### src/rtl/pasl_pkg.sv
// constants and carrier types for the address strap / lamp pin block
// assumes one core clock; pins are three-signal (in, out, oe) at the ports
package pasl_pkg;

  // address bits covered by this block: bits 2, 3 and 4
  localparam int unsigned ADDR_LSB = 2;
  localparam int unsigned ADDR_W = 3;

  // field positions inside the pin bundle
  localparam int unsigned POS_LINK2 = 0;
  localparam int unsigned POS_TX3 = 1;
  localparam int unsigned POS_RX4 = 2;

  // reset values, plus the all-pins drive enable
  localparam logic [ADDR_W-1:0] ADDR_RST = 3'h0;
  localparam logic [ADDR_W-1:0] OE_RST = 3'h0;
  localparam logic [ADDR_W-1:0] LAMP_RST = 3'h0;
  localparam logic [ADDR_W-1:0] OE_ALL = 3'h7;

  // one signal per shared pin; bit order matches address bits 4..2
  typedef struct packed {
    logic addr4_rx_lamp_pin;
    logic addr3_tx_lamp_pin;
    logic addr2_link_lamp_pin;
  } pasl_pins_s;

  // strap phase while any reset is active, lamp phase afterwards
  typedef enum logic [1:0] {
    ST_STRAP = 2'b01,
    ST_LAMP = 2'b10
  } pasl_state_e;

endpackage : pasl_pkg

### src/rtl/pasl_top.sv
// strap capture and lamp drive for the shared address bit 2/3/4 pins
// assumes pins, hw_rst and status inputs are synchronous to clk_sys;
// rst is the power-on reset, hw_rst the hardware reset request
`timescale 1ns/1ps
`default_nettype none

module pasl_top (
  input wire logic clk_sys,
  input wire logic rst,
  input wire logic hw_rst,
  input wire logic link_up,
  input wire logic rx_activity,
  input wire pasl_pkg::pasl_pins_s pin_in,
  output pasl_pkg::pasl_pins_s pin_out,
  output pasl_pkg::pasl_pins_s pin_oe,
  output logic [pasl_pkg::ADDR_W-1:0] phy_addr_hi,
  output logic addr_valid
);

  pasl_pkg::pasl_state_e state_q;
  pasl_pkg::pasl_state_e state_d;
  logic [pasl_pkg::ADDR_W-1:0] addr_q;
  logic [pasl_pkg::ADDR_W-1:0] oe_q;
  logic [pasl_pkg::ADDR_W-1:0] lamp_q;
  logic valid_q;
  logic lamp_phase_d;

  // phase sequencing: strap while hw_rst is high, lamps once it drops
  always_comb begin
    state_d = state_q;
    unique case (state_q)
      pasl_pkg::ST_STRAP: begin
        if (!hw_rst) begin
          state_d = pasl_pkg::ST_LAMP;
        end
      end
      pasl_pkg::ST_LAMP: begin
        if (hw_rst) begin
          state_d = pasl_pkg::ST_STRAP;
        end
      end
      default: begin
        state_d = pasl_pkg::ST_STRAP;
      end
    endcase
  end

  assign lamp_phase_d = (state_d == pasl_pkg::ST_LAMP);

  always_ff @(posedge clk_sys or posedge rst) begin
    if (rst) begin
      state_q <= pasl_pkg::ST_STRAP;
    end else begin
      state_q <= state_d;
    end
  end

  // strap sampling in reset
  // address follows the pins every strap cycle; the last one is kept
  // level to bit mapping
  always_ff @(posedge clk_sys or posedge rst) begin
    if (rst) begin
      addr_q <= pasl_pkg::ADDR_RST;
    end else if (state_q == pasl_pkg::ST_STRAP) begin
      addr_q <= pin_in;
    end
  end

  // pins turn to outputs
  // drivers open on the same edge that takes the final strap sample
  always_ff @(posedge clk_sys or posedge rst) begin
    if (rst) begin
      oe_q <= pasl_pkg::OE_RST;
    end else if (lamp_phase_d) begin
      oe_q <= pasl_pkg::OE_ALL;
    end else begin
      oe_q <= pasl_pkg::OE_RST;
    end
  end

  always_ff @(posedge clk_sys or posedge rst) begin
    if (rst) begin
      lamp_q <= pasl_pkg::LAMP_RST;
    end else if (lamp_phase_d) begin
      lamp_q[pasl_pkg::POS_LINK2] <= link_up;
      lamp_q[pasl_pkg::POS_TX3] <= link_up;
      lamp_q[pasl_pkg::POS_RX4] <= rx_activity;
    end else begin
      lamp_q <= pasl_pkg::LAMP_RST;
    end
  end

  // address usable once strapping is over
  always_ff @(posedge clk_sys or posedge rst) begin
    if (rst) begin
      valid_q <= 1'b0;
    end else begin
      valid_q <= lamp_phase_d;
    end
  end

  assign pin_out = lamp_q;
  assign pin_oe = oe_q;
  assign phy_addr_hi = addr_q;
  assign addr_valid = valid_q;

  a_strap_no_drive:
  assert property (@(posedge clk_sys) disable iff (rst)
    (state_q == pasl_pkg::ST_STRAP) |-> (pin_oe == pasl_pkg::OE_RST))
  else $error("shared pin driven during strap phase");

  // final strap sample becomes the address
  a_strap_capture:
  assert property (@(posedge clk_sys) disable iff (rst)
    (state_q == pasl_pkg::ST_STRAP && !hw_rst) |=>
      (phy_addr_hi == $past(pin_in) && addr_valid))
  else $error("address does not match sampled strap levels");

  // outputs enabled one edge after hardware reset drops
  a_oe_after_reset:
  assert property (@(posedge clk_sys) disable iff (rst)
    (hw_rst ##1 !hw_rst) |=> (pin_oe == pasl_pkg::OE_ALL))
  else $error("pins not turned to outputs after reset");

  // link lamp on bit 2 pin
  a_link_lamp:
  assert property (@(posedge clk_sys) disable iff (rst)
    (state_d == pasl_pkg::ST_LAMP) |=>
      (pin_out.addr2_link_lamp_pin == $past(link_up)))
  else $error("bit 2 lamp does not follow link status");

  a_bit3_polarity:
  assert property (@(posedge clk_sys) disable iff (rst)
    (state_d == pasl_pkg::ST_LAMP && !link_up) |=>
      (pin_oe.addr3_tx_lamp_pin && !pin_out.addr3_tx_lamp_pin))
  else $error("bit 3 pin asserted without a link");

  // receive lamp on bit 4 pin
  a_rx_lamp:
  assert property (@(posedge clk_sys) disable iff (rst)
    (state_d == pasl_pkg::ST_LAMP) |=>
      (pin_out.addr4_rx_lamp_pin == $past(rx_activity)))
  else $error("bit 4 lamp does not follow receive activity");

  a_addr_frozen:
  assert property (@(posedge clk_sys) disable iff (rst)
    (state_q == pasl_pkg::ST_LAMP && !hw_rst)[*2] |->
      $stable(phy_addr_hi))
  else $error("latched address changed outside reset");

  a_hw_reset_strap:
  assert property (@(posedge clk_sys) disable iff (rst)
    hw_rst |=> (state_q == pasl_pkg::ST_STRAP && !addr_valid))
  else $error("hardware reset did not return to strap phase");

  a_state_onehot:
  assert property (@(posedge clk_sys) disable iff (rst)
    $onehot(state_q))
  else $error("phase register left its legal codes");

  a_strap_lamps_dark:
  assert property (@(posedge clk_sys) disable iff (rst)
    (state_q == pasl_pkg::ST_STRAP) |-> (pin_out == pasl_pkg::LAMP_RST))
  else $error("lamp level shown during strap phase");

  // every strap edge copies the pads
  a_strap_follow:
  assert property (@(posedge clk_sys) disable iff (rst)
    (state_q == pasl_pkg::ST_STRAP) |=>
      (phy_addr_hi == $past(pin_in)))
  else $error("address bits differ from strap levels");

  // all pads driven in lamp phase
  a_lamp_drive_on:
  assert property (@(posedge clk_sys) disable iff (rst)
    (state_q == pasl_pkg::ST_LAMP) |->
      (pin_oe == pasl_pkg::OE_ALL && addr_valid))
  else $error("pads not driven in lamp phase");

  a_hw_reset_release:
  assert property (@(posedge clk_sys) disable iff (rst)
    hw_rst |=>
      (pin_oe == pasl_pkg::OE_RST && pin_out == pasl_pkg::LAMP_RST))
  else $error("pads still driven after hardware reset");

  // bit 3 pin asserted with a link
  a_bit3_link_on:
  assert property (@(posedge clk_sys) disable iff (rst)
    (state_d == pasl_pkg::ST_LAMP && link_up) |=>
      (pin_oe.addr3_tx_lamp_pin && pin_out.addr3_tx_lamp_pin))
  else $error("bit 3 pin not asserted with a valid link");

  // bit 4 pin driven as a lamp
  a_rx_lamp_drive:
  assert property (@(posedge clk_sys) disable iff (rst)
    (state_d == pasl_pkg::ST_LAMP) |=> pin_oe.addr4_rx_lamp_pin)
  else $error("bit 4 pin not driven after reset");

  // lamp phase pad levels never reach the address
  a_addr_held:
  assert property (@(posedge clk_sys) disable iff (rst)
    (state_q == pasl_pkg::ST_LAMP) |=> $stable(phy_addr_hi))
  else $error("address moved with lamp levels");

endmodule : pasl_top

`default_nettype wire

### config.mk
export PLATFORM = sky130hd
export DESIGN_NAME = pasl_top
export DESIGN_NICKNAME = d
export VERILOG_FILES = /design/src/rtl/pasl_pkg.sv /design/src/rtl/pasl_top.sv
export SDC_FILE = /design/constraint.sdc
export NUM_CORES = 1
export LEC_CHECK = 0
export ABC_CLOCK_PERIOD_IN_PS = 1600
export BUFFER_PORTS_ARGS = -buffer_cell sky130_fd_sc_hd__buf_2
export CAP_MARGIN = 0
export CORE_AREA = 2 2 39 41
export DETAILED_ROUTE_END_ITERATION = 6
export DIE_AREA = 0 0 41 43
export PLACE_DENSITY = 0.61
export SYNTH_ARGS = -nofsm -noshare
export SYNTH_HDL_FRONTEND = slang
export SYNTH_SLANG_ARGS = --single-unit
### constraint.sdc
create_clock -name clk_sys -period 1.6 [get_ports clk_sys]
set_clock_uncertainty 0.05 [all_clocks]
set_input_delay 0.48 -clock clk_sys [delete_from_list [all_inputs] [get_ports clk_sys]]
set_output_delay 0.48 -clock clk_sys [all_outputs]
set_load 0.01 [all_outputs]
==> PnR_summary.wiki <==
{| class="wikitable"
! Metric !! Value
|-
| CP bufs+invs || 1
|-
| Kind of cell adding the most delay to the critical path || flip-flops
|-
| Count of endpoints failing hold in the final timing report || 0
|-
| Count of port buffers added during placement || 17
|-
| Total global routing track utilization || 0.1008
|-
| TritonCTS sink count || 8
|-
| Clk slew on worst S/H paths || roughly 0.060 ns
|-
| Start-to-end type of the worst setup path || register to register
|-
| Max-Cap Viols || 0
|-
| Cell count after synthesis || 37
|-
| Clk Tree Root Cell || clkbuf_4
|-
| Share of final-layout standard cells stronger than drive strength 1 || 0.4717
|-
| Unrepaired setup endpoints after global routing || false
|-
| Total met2 wirelength after detailed routing || 333 um
|-
| Number of rows in the core area || 14
|-
| Mean post-synth cell area || about 11 um^2
|-
| Leak Pwr || between 0.2 and 0.3 nW
|-
| Clock latency on the worst-skew pair || roughly 0.26 ns
|-
| Portion of the clock cycle consumed by the worst path in the final layout || 0.9176
|-
| Maximum ir drop on the vdd rail || between 0.8 and 0.9 mV
|-
| Antenna Violating Nets Remaining || 0
|-
| Most used cells in the layout excluding fill and tap cells || 17 x buf_2, 7 x dfrtp_1, 6 x a21oi_1
|-
| Achievable clock frequency || 681.1 MHz
|-
| Sequential cell area || 201.4 um^2
|-
| Initial antenna violation count || 0
|-
| DRT iter0 DRCs || 3
|-
| CORE AREA || around 0.0014 mm^2
|-
| Required arrival time at the worst endpoint || between 1.5 and 2 ns
|-
| Simple-gate area share of the yosys netlist || 0.07407
|-
| Compound-cell area share of the yosys netlist || 0.1543
|-
| Stages on the worst setup path || 5
|-
| Worst min-delay path category || input pin to asynchronous set/reset pin
|-
| Maximum number of pins on one net before global-route repair || 9
|-
| Most common cell after layout, fill and taps aside || buf_2
|-
| Number of H-tree branching levels || 1
|-
| Detailed-route via count || 296
|-
| Largest incremental delay on the critical path || 0.55 ns
|-
| Dominant combinational cell family by area after synthesis || compound AO/OA/AOI/OAI gates
|-
| Placer congestion estimate || around 0.73
|-
| Cts hold-fix bufs || 0
|-
| N_diodes || 0
|-
| Fillers || 141
|-
| I/O Pins || 18
|-
| Count of unresolved DRC violations after routing || 0
|-
| Buffers inserted during post-CTS setup optimization || 0
|-
| Mean routed wirelength per cell || between 10 and 15 um
|-
| Data arrival, critical path || between 1.5 and 2 ns
|-
| Mapped cell area || 405.4 um^2
|-
| Maximum fanout along the worst path || 5
|-
| YS warnings || 0
|-
| # resized after CTS || 0
|-
| Sum of negative setup slack || 0 ns
|-
| Startpoint of the lowest-slack register-to-register path || state_q[0]
|-
| Total length of routed wires || 724 um
|-
| Via count normalized by instance count || 4.290
|-
| Fin. max-slew vios || 0
|-
| Result of the run || finished clean
|-
| Wire length on met3 || approximately 45 um
|-
| Syn Nets || 47
|-
| TritonCTS clock tree || built
|-
| Fraction of synthesized cell area in xor and xnor cells || 0
|-
| Number of flip-flops and latches in the synthesized netlist || 8
|-
| List of cells traversed by the critical path || inv_1 > ha_1 > nand3b_1 > a2bb2oi_2 > a21oi_1
|-
| Worst-path cell with the longest stage delay || dfstp_2
|-
| Worst R2R End || pin_out[2]
|-
| Number of buffers on the longest clock path || 2
|-
| Die boundary width || roughly 41 um
|-
| Area of combinational cells with multiple inputs || around 150 um^2
|-
| Multiplexer share of the synthesized area || 0.08333
|-
| Worst rel slew slack || 0.7972
|-
| Area grow syn2layout || 23.15%
|-
| Adder and majority gate portion of the synthesized area || 0.06173
|-
| Ratio of total power to cell area || 1986 mW/mm^2
|-
| Reg2Reg Setup Slack || roughly 0.13 ns
|-
| Pre-Repair DR Iteration Count || 4
|-
| Number of global-route vias before repair || 260
|-
| Part of the Yosys area used for sequential elements || 0.4969
|-
| HPWL after detailed placement || 539.9 um
|-
| Wire length of the first global-routing pass || about 1100 um
|-
| Net count, final || between 60 and 70
|-
| Met1 Wirelength || ~330 um
|-
| Die Outline Area || about 0.0018 mm^2
|-
| Kind of end point of the critical path || register
|-
| Highest metal used || met4
|-
| Effective utilization at floorplan || 0.2929
|-
| Tmin final || ~1.5 ns
|-
| Transition time at the pin with the least slew margin || approximately 0.30 ns
|-
| Number of endpoints failing setup at the final stage || 0
|-
| Inserted Clock Buffers || 3
|-
| Total gr overflow || 0
|-
| Depth of the worst register-to-register path || 5
|-
| Power Total || approximately 0.001 W
|-
| Startpoint class of the critical path || register
|-
| DIE HEIGHT || 43 um
|-
| Synth cell types || 14
|}
worst reg2reg max path: cells and delay by family (launching register included):
kind / cells / cell delay, ns
and+or+nand+nor: 1 / 0.14
buffers and inverters: 1 / 0.07
adders and majority gates: 1 / 0.25
AOI/OAI and AO/OA: 2 / 0.28
DFF: 1 / 0.55
synth_stat cells:
cell type,count,area share
mux2_2,3,0.083
nand3b_1,1,0.019
a2bb2oi_2,1,0.037
o21ai_0,2,0.025
nand2b_1,2,0.031
nor2b_1,1,0.015
ha_1,2,0.062
buf_4,5,0.093
dfstp_2,1,0.065
o211ai_1,1,0.019
inv_1,4,0.037
a21oi_1,6,0.074
dfrtp_1,7,0.43
nor2_1,1,0.0093
report_power, final:
part | internal (W) | total (W) | switching (W) | leakage, nW
sequential | 0.000301 | 0.000354 | 0.0000530 | 0.0993
clock | 0.0000960 | 0.000173 | 0.0000773 | 0.0150
combinational | 0.000226 | 0.000464 | 0.000238 | 0.147
layout make-up:
cell class	instances	area share
flip-flops and latches	8	0.4035
repair buffers	17	0.1704
inverters	4	0.03008
clock buffers	4	0.05263
multi-input cells	20	0.3033
well taps	16	0.04010
cell families after synthesis:
family	Yosys count
AOI/OAI and AO/OA	10
buffers and inverters	9
DFF	8
and+or+nand+nor	5
muxes	3
adders and majority gates	2
metrics by stage:
step                hold slack [ns]  cells  worst slack (ns)  utilization  instance area (um^2)
finish                      0.09943     69            0.1319       0.3608                 499.2
global route                 0.1124     69           0.04371       0.3608                 499.2
CTS                          0.1027     69            0.1253       0.3608                 499.2
detailed placement           0.3887     65            0.1456       0.3418                 473.0
global placement             0.3798     65            0.1665       0.3418                 473.0
floorplan                    0.2449     37            0.2459            -                 405.4
state kept, by name (all words and copies together) (netlist names):
signal and cells:
pin_oe 1, phy_addr_hi 3, pin_out 2, state_q 2
how the worst max path moves through the flow:
stage,to,from,slack [ns]
floorplan,pin_oe[1],state_q[0],0.25
global placement,pin_out[1],state_q[0],0.17
detailed placement,pin_out[2],state_q[0],0.15
CTS,pin_out[2],state_q[0],0.13
global route,pin_out[2],state_q[0],0.04
finish,pin_out[2],state_q[0],0.13
layer usage:
layer	vias up	GRT usage
met3	2	0.03141
met2	11	0.1219
met4	0	0.1000
met5	-	0
li1	153	-
met1	130	0.1313
(Power assumes the default switching activity.)
